`src/include/demod_stream_pkg.sv`:
```
package demod_stream_pkg;

  localparam int NUM_DEMODS = 8;
  localparam int SAMPLE_W = 32;
  localparam int RATE_W = 32;
  localparam int FILT_W = 24;

  // clock 200 MHz, period 5 ns
  localparam int CLK_PERIOD_NS = 5;
  localparam int CLK_HZ = 1000 / CLK_PERIOD_NS * 1000000;
  // supported rate range: 0.42 Sa/s to 14 MSa/s, divider in clock cycles
  localparam int RATE_MAX_MSPS = 14;
  localparam int RATE_MIN_CSPS = 42;
  localparam logic [RATE_W-1:0] DIV_MIN =
    RATE_W'(CLK_HZ / (RATE_MAX_MSPS * 1000000));
  localparam logic [RATE_W-1:0] DIV_MAX =
    RATE_W'(64'(CLK_HZ) * 100 / RATE_MIN_CSPS);
  localparam logic [RATE_W-1:0] DIV_RESET = 32'h0000_00c8;

  // register map, byte offsets
  localparam logic [11:0] OFS_STREAM_EN = 12'h000;
  localparam logic [11:0] OFS_LOCKS = 12'h004;
  localparam logic [11:0] OFS_STATUS = 12'h008;
  localparam logic [11:0] OFS_DEMOD_BASE = 12'h100;
  localparam int DEMOD_STRIDE_LG = 5;
  localparam logic [4:0] OFS_D_RATE = 5'h00;
  localparam logic [4:0] OFS_D_FILT = 5'h04;
  localparam logic [4:0] OFS_D_TRIG = 5'h08;
  localparam logic [4:0] OFS_D_CNT = 5'h0c;

  // filter word fields
  localparam int FLT_VAL_LSB = 0;
  localparam int FLT_VAL_W = 16;
  localparam int FLT_ORD_LSB = 16;
  localparam int FLT_UNIT_LSB = 20;
  localparam int FLT_SINC_BIT = 22;
  localparam logic [FILT_W-1:0] FILT_RESET = 24'h00_0001;

  // trigger word fields
  localparam int TRG_SRC_LSB = 0;
  localparam int TRG_MODE_LSB = 4;

  typedef enum logic [1:0] {
    UNIT_TIME_CONSTANT,
    UNIT_NOISE_POWER_BW,
    UNIT_CUTOFF_BW
  } filter_unit_t;

  typedef enum logic [3:0] {
    SRC_CONTINUOUS, SRC_EXT_A, SRC_EXT_B, SRC_EXT_OR,
    SRC_WFG_1, SRC_WFG_2, SRC_WFG_3, SRC_WFG_4
  } trig_src_t;

  typedef enum logic [2:0] {
    MODE_RISING, MODE_FALLING, MODE_BOTH, MODE_HIGH, MODE_LOW
  } trig_mode_t;

  typedef struct packed {
    logic [3:0] mode;
    logic [3:0] src;
  } trig_cfg_t;

  typedef struct packed {
    logic sample;
    logic [2:0] demod;
  } strobe_t;

endpackage

```
`src/design/demod_stream_ctrl.sv`:
```
// The placing of the registers and register access over APB were left to the implementer.
`timescale 1ns/1ps
`default_nettype none
module demod_stream_ctrl
  import demod_stream_pkg::*;
(
  input wire logic pclk,
  input wire logic presetn,
  input wire logic psel,
  input wire logic penable,
  input wire logic pwrite,
  input wire logic [11:0] paddr,
  input wire logic [31:0] pwdata,
  output logic [31:0] prdata,
  output logic pready,
  output logic pslverr,
  input wire logic [1:0] ext_trig,
  input wire logic [3:0] waveform_generator_trig,
  input wire logic [NUM_DEMODS*SAMPLE_W-1:0] demod_data,
  output logic [NUM_DEMODS-1:0] sample_valid,
  output logic [NUM_DEMODS*SAMPLE_W-1:0] sample_data,
  output logic [NUM_DEMODS*FILT_W-1:0] filter_cfg,
  output logic [NUM_DEMODS-1:0] sinc_enable
);

  typedef struct packed {
    logic [NUM_DEMODS-1:0] stream_en;
    logic filt_lock;
    logic rate_lock;
    logic [NUM_DEMODS-1:0][RATE_W-1:0] div;
    logic [NUM_DEMODS-1:0][FILT_W-1:0] filt;
    logic [NUM_DEMODS-1:0][7:0] trig;
    logic [NUM_DEMODS-1:0][15:0] cnt;
    logic [NUM_DEMODS-1:0] valid;
    logic [NUM_DEMODS-1:0][SAMPLE_W-1:0] data;
    logic [31:0] rdata;
    logic err;
  } ctrl_state_t;

  ctrl_state_t q, d;

  logic [5:0] trig_lvl;
  logic [5:0] trig_rise;
  logic [5:0] trig_fall;
  logic [NUM_DEMODS-1:0] tick;
  logic [NUM_DEMODS-1:0] fire;

  // external pins first, internal lines too: all pass two flip-flops
  trig_sync u_sync (
    .pclk(pclk),
    .presetn(presetn),
    .trig_in({waveform_generator_trig, ext_trig}),
    .trig_lvl(trig_lvl),
    .trig_rise(trig_rise),
    .trig_fall(trig_fall)
  );

  // APB decode
  logic wr_en;
  logic rd_en;
  logic glob_hit;
  logic dm_hit;
  logic [2:0] dm_idx;
  logic [4:0] dm_ofs;

  assign wr_en = psel & penable & pwrite;
  // reads are decoded in the setup cycle, see read data below
  assign rd_en = psel & ~penable & ~pwrite;
  assign glob_hit = (paddr == OFS_STREAM_EN) | (paddr == OFS_LOCKS) |
                    (paddr == OFS_STATUS);
  assign dm_idx = paddr[DEMOD_STRIDE_LG +: 3];
  assign dm_ofs = paddr[4:0];
  assign dm_hit = (paddr[11:8] == OFS_DEMOD_BASE[11:8]) &
                  ((dm_ofs == OFS_D_RATE) | (dm_ofs == OFS_D_FILT) |
                   (dm_ofs == OFS_D_TRIG) | (dm_ofs == OFS_D_CNT));

  // nearest supported divider, clamped at both ends of range
  function automatic logic [RATE_W-1:0] clamp_div(input logic [31:0] v);
    if (v < DIV_MIN)
      return DIV_MIN;
    else if (v > DIV_MAX)
      return DIV_MAX;
    else
      return v;
  endfunction

  // select and qualify trigger for one demodulator
  function automatic logic [2:0] pick(
    input logic [3:0] src,
    input logic [5:0] v
  );
    unique case (src)
      SRC_EXT_A: return {1'b1, v[0], 1'b0};
      SRC_EXT_B: return {1'b1, v[1], 1'b0};
      SRC_EXT_OR: return {1'b1, v[0] | v[1], 1'b0};
      SRC_WFG_1: return {1'b1, v[2], 1'b0};
      SRC_WFG_2: return {1'b1, v[3], 1'b0};
      SRC_WFG_3: return {1'b1, v[4], 1'b0};
      SRC_WFG_4: return {1'b1, v[5], 1'b0};
      default: return 3'b000;
    endcase
  endfunction

  // OR-ed source edges come from the OR-ed level, so a delayed copy of it
  logic or_prev_q;
  logic or_lvl;
  logic or_rise;
  logic or_fall;
  assign or_lvl = trig_lvl[0] | trig_lvl[1];
  assign or_rise = or_lvl & ~or_prev_q;
  assign or_fall = ~or_lvl & or_prev_q;

  always_ff @(posedge pclk or negedge presetn)
  begin
    if (!presetn)
      or_prev_q <= 1'b0;
    else
      or_prev_q <= or_lvl;
  end

  genvar g;
  generate
    for (g = 0; g < NUM_DEMODS; g++)
    begin : gen_demod
      logic [2:0] lv;
      logic [2:0] rs;
      logic [2:0] fl;
      logic is_cont;
      logic lvl;
      logic re;
      logic fe;
      logic restart;

      assign lv = pick(q.trig[g][3:0], trig_lvl);
      assign rs = pick(q.trig[g][3:0], trig_rise);
      assign fl = pick(q.trig[g][3:0], trig_fall);
      assign is_cont = ~lv[2];
      assign lvl = lv[1];
      assign re = (q.trig[g][3:0] == SRC_EXT_OR) ? or_rise : rs[1];
      assign fe = (q.trig[g][3:0] == SRC_EXT_OR) ? or_fall : fl[1];
      // the rate timer restarts while streaming is disabled for this demodulator
      assign restart = ~q.stream_en[g];

      // own timer per demodulator; aux output timing is not here
      rate_gen u_rate (
        .pclk(pclk),
        .presetn(presetn),
        .div(q.div[g]),
        .restart(restart),
        .tick(tick[g])
      );

      always_comb
      begin
        fire[g] = 1'b0;
        if (is_cont)
          fire[g] = tick[g];
        else
        begin
          case (q.trig[g][6:4])
            MODE_RISING: fire[g] = re;
            MODE_FALLING: fire[g] = fe;
            MODE_BOTH: fire[g] = re | fe;
            MODE_HIGH: fire[g] = tick[g] & lvl;
            MODE_LOW: fire[g] = tick[g] & ~lvl;
            default: fire[g] = 1'b0;
          endcase
        end
      end

    end
  endgenerate

  integer i;
  always_comb
  begin
    d = q;
    d.valid = '0;
    d.err = 1'b0;
    d.rdata = '0;
    for (i = 0; i < NUM_DEMODS; i++)
    begin
      if (q.stream_en[i] && fire[i])
      begin
        d.valid[i] = 1'b1;
        d.data[i] = demod_data[i*SAMPLE_W +: SAMPLE_W];
        d.cnt[i] = q.cnt[i] + 16'h0001;
      end
    end
    if (psel && !penable && !(glob_hit || dm_hit))
      d.err = 1'b1;
    if (wr_en && glob_hit)
    begin
      if (paddr == OFS_STREAM_EN)
        d.stream_en = pwdata[NUM_DEMODS-1:0];
      else if (paddr == OFS_LOCKS)
      begin
        d.filt_lock = pwdata[0];
        d.rate_lock = pwdata[1];
        // rising lock copies demod 1; falling lock touches nothing
        if (pwdata[0] && !q.filt_lock)
          for (i = 1; i < NUM_DEMODS; i++)
            d.filt[i] = q.filt[0];
        if (pwdata[1] && !q.rate_lock)
          for (i = 1; i < NUM_DEMODS; i++)
            d.div[i] = q.div[0];
      end
    end
    if (wr_en && dm_hit)
    begin
      for (i = 0; i < NUM_DEMODS; i++)
      begin
        if (dm_ofs == OFS_D_RATE &&
            (i == int'(dm_idx) || q.rate_lock))
          d.div[i] = clamp_div(pwdata);
        if (dm_ofs == OFS_D_FILT &&
            (i == int'(dm_idx) || q.filt_lock))
          d.filt[i] = pwdata[FILT_W-1:0];
      end
      if (dm_ofs == OFS_D_TRIG)
        d.trig[dm_idx] = pwdata[7:0];
    end
    if (rd_en)
    begin
      if (paddr == OFS_STREAM_EN)
        d.rdata = 32'(q.stream_en);
      else if (paddr == OFS_LOCKS)
        d.rdata = {30'h0000_0000, q.rate_lock, q.filt_lock};
      else if (paddr == OFS_STATUS)
        d.rdata = {18'h0_0000, trig_lvl, q.valid};
      else if (dm_hit)
      begin
        unique case (dm_ofs)
          OFS_D_RATE: d.rdata = q.div[dm_idx];
          OFS_D_FILT: d.rdata = 32'(q.filt[dm_idx]);
          OFS_D_TRIG: d.rdata = 32'(q.trig[dm_idx]);
          default: d.rdata = 32'(q.cnt[dm_idx]);
        endcase
      end
    end
  end

  always_ff @(posedge pclk or negedge presetn)
  begin
    if (!presetn)
    begin
      q <= '0;
      for (int k = 0; k < NUM_DEMODS; k++)
      begin
        q.div[k] <= DIV_RESET;
        q.filt[k] <= FILT_RESET;
      end
    end
    else
      q <= d;
  end

  // read data and error are registered in the setup cycle, so the access
  // phase needs no wait state; a value changing during access shows its
  // setup-cycle state
  assign pready = 1'b1;
  assign pslverr = psel & penable & q.err;
  assign prdata = q.rdata;

  assign sample_valid = q.valid;
  assign sample_data = q.data;
  assign filter_cfg = q.filt;
  for (g = 0; g < NUM_DEMODS; g++)
  begin : gen_sinc
    assign sinc_enable[g] = q.filt[g][FLT_SINC_BIT];
  end
endmodule
`default_nettype wire

```
`src/design/rate_gen.sv`:
```
`timescale 1ns/1ps
`default_nettype none
module rate_gen
  import demod_stream_pkg::*;
(
  input wire logic pclk,
  input wire logic presetn,
  input wire logic [RATE_W-1:0] div,
  input wire logic restart,
  output logic tick
);

  typedef struct packed {
    logic [RATE_W-1:0] cnt;
    logic tick;
  } rate_state_t;

  rate_state_t q, d;

  always_comb
  begin
    d = q;
    d.tick = 1'b0;
    if (restart)
      d.cnt = '0;
    else if (q.cnt + 32'h0000_0001 >= div)
    begin
      d.cnt = '0;
      d.tick = 1'b1;
    end
    else
      d.cnt = q.cnt + 32'h0000_0001;
  end

  always_ff @(posedge pclk or negedge presetn)
  begin
    if (!presetn)
      q <= '0;
    else
      q <= d;
  end

  assign tick = q.tick;

endmodule
`default_nettype wire

```
`src/design/trig_sync.sv`:
```
`timescale 1ns/1ps
`default_nettype none
module trig_sync
  import demod_stream_pkg::*;
(
  input wire logic pclk,
  input wire logic presetn,
  input wire logic [5:0] trig_in,
  output logic [5:0] trig_lvl,
  output logic [5:0] trig_rise,
  output logic [5:0] trig_fall
);

  typedef struct packed {
    logic [5:0] s1;
    logic [5:0] s2;
    logic [5:0] s3;
  } sync_state_t;

  sync_state_t q, d;

  always_comb
  begin
    d = q;
    d.s1 = trig_in;
    d.s2 = q.s1;
    d.s3 = q.s2;
  end

  always_ff @(posedge pclk or negedge presetn)
  begin
    if (!presetn)
      q <= '0;
    else
      q <= d;
  end

  assign trig_lvl = q.s2;
  assign trig_rise = q.s2 & ~q.s3;
  assign trig_fall = ~q.s2 & q.s3;
endmodule
`default_nettype wire

```
`config.mk`:
```
export PLATFORM = sky130hd
export DESIGN_NAME = demod_stream_ctrl
export DESIGN_NICKNAME = d
export VERILOG_FILES = /design/src/include/demod_stream_pkg.sv /design/src/design/demod_stream_ctrl.sv /design/src/design/rate_gen.sv /design/src/design/trig_sync.sv
export SDC_FILE = /design/constraint.sdc
export NUM_CORES = 2
export LEC_CHECK = 0
export ABC_AREA = 1
export BUFFER_PORTS_ARGS = -buffer_cell sky130_fd_sc_hd__clkbuf_2
export CAP_MARGIN = 20
export CORE_MARGIN = 3
export CORE_UTILIZATION = 30
export CTS_CLUSTER_DIAMETER = 60
export DETAILED_ROUTE_END_ITERATION = 10
export GPL_TIMING_DRIVEN = 0
export MAX_ROUTING_LAYER = met4
export PLACE_DENSITY = 0.5
export SLEW_MARGIN = 40
export SYNTH_ARGS = -nofsm -noshare
export SYNTH_HDL_FRONTEND = slang
export SYNTH_SLANG_ARGS = --single-unit
```
`constraint.sdc`:
```
create_clock -name pclk -period 7.5 [get_ports pclk]
set_clock_uncertainty 0.05 [all_clocks]
set_input_delay 0 -clock pclk [delete_from_list [all_inputs] [get_ports pclk]]
set_output_delay 0 -clock pclk [all_outputs]
set_load 0.01 [all_outputs]
```
[Yosys cells after proc, flatten, opt, wreduce, memory -nomap -nowiden]
Index checks and enable logic that the tools add are counted.
Storage, ports and cells
  register bits: 1230
  input bits: 311
  output and inout port bits: 498
  logic and storage cells: 460
Cells by class
  add/subtract/negate cells: 16
  $lt $le $gt $ge: 12
  eq/ne operators: 101
  mux-type cells: 142
  bitwise operators: 55
  reduce and logical (&&, ||, !) cells: 68
Operators with widths (number)
  two-way mux 32 bit: 32
  two-way mux 224 bit: 4
  two-way mux 168 bit: 4
  two-way mux 512 bit: 1
  adder 32 x 1 -> 32 bit (second input constant): 8
  greater-or-equal comparator 32 bit: 8
  two-way mux 24 bit: 9
  one-hot mux 2 bit (6 select lines): 16
  one-hot mux 3 bit (7 select lines): 8
  adder 16 x 1 -> 16 bit (second input constant): 8
  equality test 4 x 3 -> 1 bit (second input constant): 32
  binary-select mux 32 bit (select 3 bit): 1
  one-hot mux 32 bit (3 select lines): 1
  binary-select mux 24 bit (select 3 bit): 1
  bitwise mux 64 bit: 1
  equality test 4 x 2 -> 1 bit (second input constant): 16
  two-way mux 64 bit: 1
  two-way mux 1 bit: 49
  binary-select mux 16 bit (select 3 bit): 1
  equality test 3 x 2 -> 1 bit (second input constant): 16
  one-hot mux 1 bit (5 select lines): 8
  equality test 4 x 1 -> 1 bit (second input constant): 9
  greater-than comparator 32 x 29 -> 1 bit (second input constant): 1
  < comparator 32 x 4 -> 1 bit (second input constant): 1
  28 further kinds: 158

[Longest topological paths before layout]
  word-level depth: 10
  depth in mapped cells: 22
  gate-level depth less buffers: 21

[Cells and area by module]
Synthesis repeated with hierarchy kept, for this count alone.
Second synthesis, totals
  cells, all modules: 11844
  area total of the unflattened synthesis: 82770.6 µm²
Modules (own cells, without submodules)
  demod_stream_ctrl: instances 1, cells each 8242, area an instance 57944.3 µm², sequential area each 23762.8 µm²
  rate_gen (gen_demod[3].u_rate ...): instances 4, cells each 442, area an instance 3064.2 µm², sequential area each 825.8 µm²
  rate_gen (gen_demod[0].u_rate ...): instances 2, cells each 452, area an instance 2981.6 µm², sequential area each 825.8 µm²
  rate_gen (gen_demod[7].u_rate): instances 1, cells each 439, area an instance 3069.2 µm², sequential area each 825.8 µm²
  rate_gen (gen_demod[2].u_rate): instances 1, cells each 443, area an instance 2951.6 µm², sequential area each 825.8 µm²
  trig_sync: instances 1, cells each 48, area an instance 585.6 µm², sequential area each 450.4 µm²

[Worst setup path after synthesis]
OpenSTA, ideal clock, no wires.
  kind: register to register
  from: register gen_demod[3].u_rate.q[1] (netlist name)
  to: register gen_demod[3].u_rate.q[10] (netlist name)
  setup time: 0.131 ns
  data arrival time: 3.235 ns
  required time: 7.319 ns
  setup slack: 4.084 ns
  cell stages (with the launch flop): 21
  buffers on the path: 1
  clock period less this slack: 3.416 ns
  cell sequence: dfrtp_1 ha_1 inv_1 nor3_1 nand2_1 nor2_1 nand3_1 inv_1 nand4_1 or2_2 nand2_1 inv_1 ha_1 nand2_1 nor2_1 nand2_1 nor4_1 nand4_1 nand4_1 clkbuf_1 nor2_1
RTL lines
  start: declaration: line rate_gen.sv:18  | rate_state_t q, d;
  start signal: assignment: line rate_gen.sv:38  | q <= '0;
  start signal: assignment: line rate_gen.sv:40  | q <= d;

==> run summary <==
final net count - 12320
via density per instance - 5.177
pre-CTS WS - 2746 ps
ys async rst share - 1.000
Vias - 78800
clock root buffer - clkbuf_16
synth warn - 0
ranking of synthesized cells by area - dfrtp_1 (40%), nand2_1 (15%), inv_1 (5.1%)
clk_lat worst skew - 840 ps
Mapped Area - 74940 um^2
IO Pins - 809
synth unique cells - 50
setup tns final - 0 ps
# DRC - 0
synthesized net count - 10770
initial drt markers - 9104
largest net degree at the start of global routing - 69
leakage - 49.85 nW
initial antenna violation count - 43
Final setup viols - 0
Worst Path Required - 8120 ps
Max FO, Critical Path - 10
DP Wirelength - 300900 um
Die ar. - 255800 um^2
DRT Pass-1 Iters - 9
most frequent cells after synthesis - nand2_1 (3043), dfrtp_1 (1198), inv_1 (1026)
die height - 505.8 um
post-CTS sizing - 0
Final period util - 0.6604
Hold Crit Class - in2reg
RSZ-0062 raised after global routing - false
Tot GR Track Use - 0.2991
Final ANT Viol Nets - 0
GPL Wtd Cong - 1.043
Setup crit end kind - flip-flop
fin. max-slew vios - 0
outcome - finished, final reports clean
count leader, synth - nand2_1
Worst-Margin Slew - 983.9 ps
PnR worst setup slack - 2547 ps
startpoint types - flip-flop
Yosys top cell by area - dfrtp_1
WP data arrival - 5580 ps
GR Overflow Total - 0
FMAX - 201.9 MHz
critical path class - reg2reg
Row Count - 182
share of cells above drive strength 1 - 0.1617
clock buffers created by TritonCTS - 172
Buffers on Ports - 796
WL per Instance - 25.27 um
vias in the first global route - 75920
worst IR drop on VDD - 190.6 uV
first-pass GRT wire length - 545300 um
die extent in x - 505.8 um
Max Cap Viol - 0
relative slew slack - 0.3440
total clock sinks - 1230
sequential area share after synthesis - 0.4113
Top FF cell, synth - dfrtp_1
H-tree depth - 4
Reg clk slew, reported paths - 60 ps
Post-Syn Instances - 10190
core footprint - 247300 um^2
Core Util, Final - 0.3861
Post-synth EDFFs - 0
post-synthesis area per instance - 7.356 um^2
Max Root-Sink Buffers - 3
Yosys reg bits - 1230
CTS tree - yes
Power per Cell Area - 169.9 nW/um^2
post-CTS setup buffers - 0
Initial Utilization - 0.3030
fin crit period - 4953 ps
area grow syn2layout - 27.43%
Hold Vio Cnt, Final - 0
Pwr Total - 16.23 mW
share of the synthesized area in the top cell type - 0.4000
final wirelength - 384600 um
[cell type report]
cell class,count,area (um^2)
Fill cell,25840,151800
Multi-Input combinational cell,6933,34530
Sequential cell,1230,30820
Timing Repair Buffer,1377,10270
Buffer,988,5863
Clock buffer,221,4751
Tap cell,3312,4144
Inverter,1036,3891
Clock inverter,90,1142
Antenna cell,35,87.58
[per-layer routing]
layer,track usage,part of all wire,routed length [um]
met2,0.4585,0.45,171700
met4,0.1590,0.063,24340
met5,-,0,0
met1,0.3733,0.41,156100
met3,0.05733,0.084,32480
[state kept, by name, summed over array words and instances, names as in the netlist, named ones only]
name and count:
filter_cfg 192, gen_demod.u_rate.tick 8, u_sync.d 6, q 395, sample_valid 8, prdata 32
u_sync.q 6, u_sync.trig_lvl 6, sample_data 256, gen_demod.u_rate.q 256, or_prev_q 1
[power by group]
| group | switching (mW) | internal [mW] | total [mW] | leakage [nW] |
|---|---|---|---|---|
| Combinational | 0.620 | 0.354 | 0.975 | 32.3 |
| Sequential | 0.00458 | 6.65 | 6.65 | 14.7 |
| Clock | 3.47 | 5.13 | 8.60 | 2.88 |
| Total | 4.10 | 12.1 | 16.2 | 49.8 |
[cell usage in the layout, fill, tap and decap left out, drive strengths merged, types with 226 or more instances in the layout]
| master | n |
|---|---|
| o21ai | 649 |
| dlygate4sd3 | 551 |
| xor2 | 226 |
| ha | 272 |
| clkbuf | 1322 |
| nand3 | 731 |
| nor2 | 741 |
| a21oi | 226 |
| nand4 | 426 |
| dfrtp | 1198 |
| inv | 1050 |
| nand2 | 3058 |
| buf | 713 |
[repair_timing]
action,in CTS,in global routing
hold endpoints to repair,1018,0
hold buffers,552,0
setup endpoints to repair,0,0
[worst max-delay path, stage by stage (launching register included)]
cell      delay, ps
dfrtp_1         400
ha_1            290
nand2_1         100
nor2_1          250
nand2_1         170
nor2_1          340
nand2_1         140
nor2_1          200
nand2_1         110
xor2_1          140
inv_1            90
ha_1            290
nand2_1          80
nor3_1          260
nand3_1         120
nor4_1          610
nand4_1         190
nand3_1         320
clkbuf_1        530
nor2_1          120
[cells by family (layout without fill, tap and decap cells)]
family	Yosys count	in the layout	synth area share
buffers and inverters	2024	3712	0.1290
and+or+nand+nor	5249	5249	0.2981
other	1	36	0.00005004
muxes	1	1	0.0001503
DFF	1230	1230	0.4113
xor gates and xnor gates	319	319	0.03728
adders and majority gates	272	272	0.04541
AOI/OAI and AO/OA	1091	1091	0.07869
[final timing paths]
| check | from | slack [ps] | cells after the start | to |
|---|---|---|---|---|
| max reg2reg | gen_demod[7].u_rate.q[1] | 2550 | 19 | gen_demod[7].u_rate.q[6] |
| max in group asynchronous | presetn | 4960 | 10 | gen_demod[0].u_rate.q[28] |
| min | demod_data[74] | 40 | 4 | sample_data[74] |
| min in group asynchronous | presetn | 200 | 4 | sample_data[167] |
| max | gen_demod[7].u_rate.q[1] | 2550 | 19 | gen_demod[7].u_rate.q[6] |
| min reg2reg | u_sync.d[6] | 300 | 0 | u_sync.trig_lvl[0] |
[through the flow]
| step | instance area, um^2 | hold WS [ps] | cells |
|---|---|---|---|
| detailed placement | 83960 | -113.4 | 14320 |
| global route | 95450 | 27.91 | 15210 |
| floorplan | 74940 | -345.6 | 10190 |
| global placement | 83070 | 64.60 | 14300 |
| CTS | 95390 | 1.687 | 15190 |
| finish | 95500 | 37.06 | 15220 |
No activity file was read; power rests on OpenSTA's default activity.
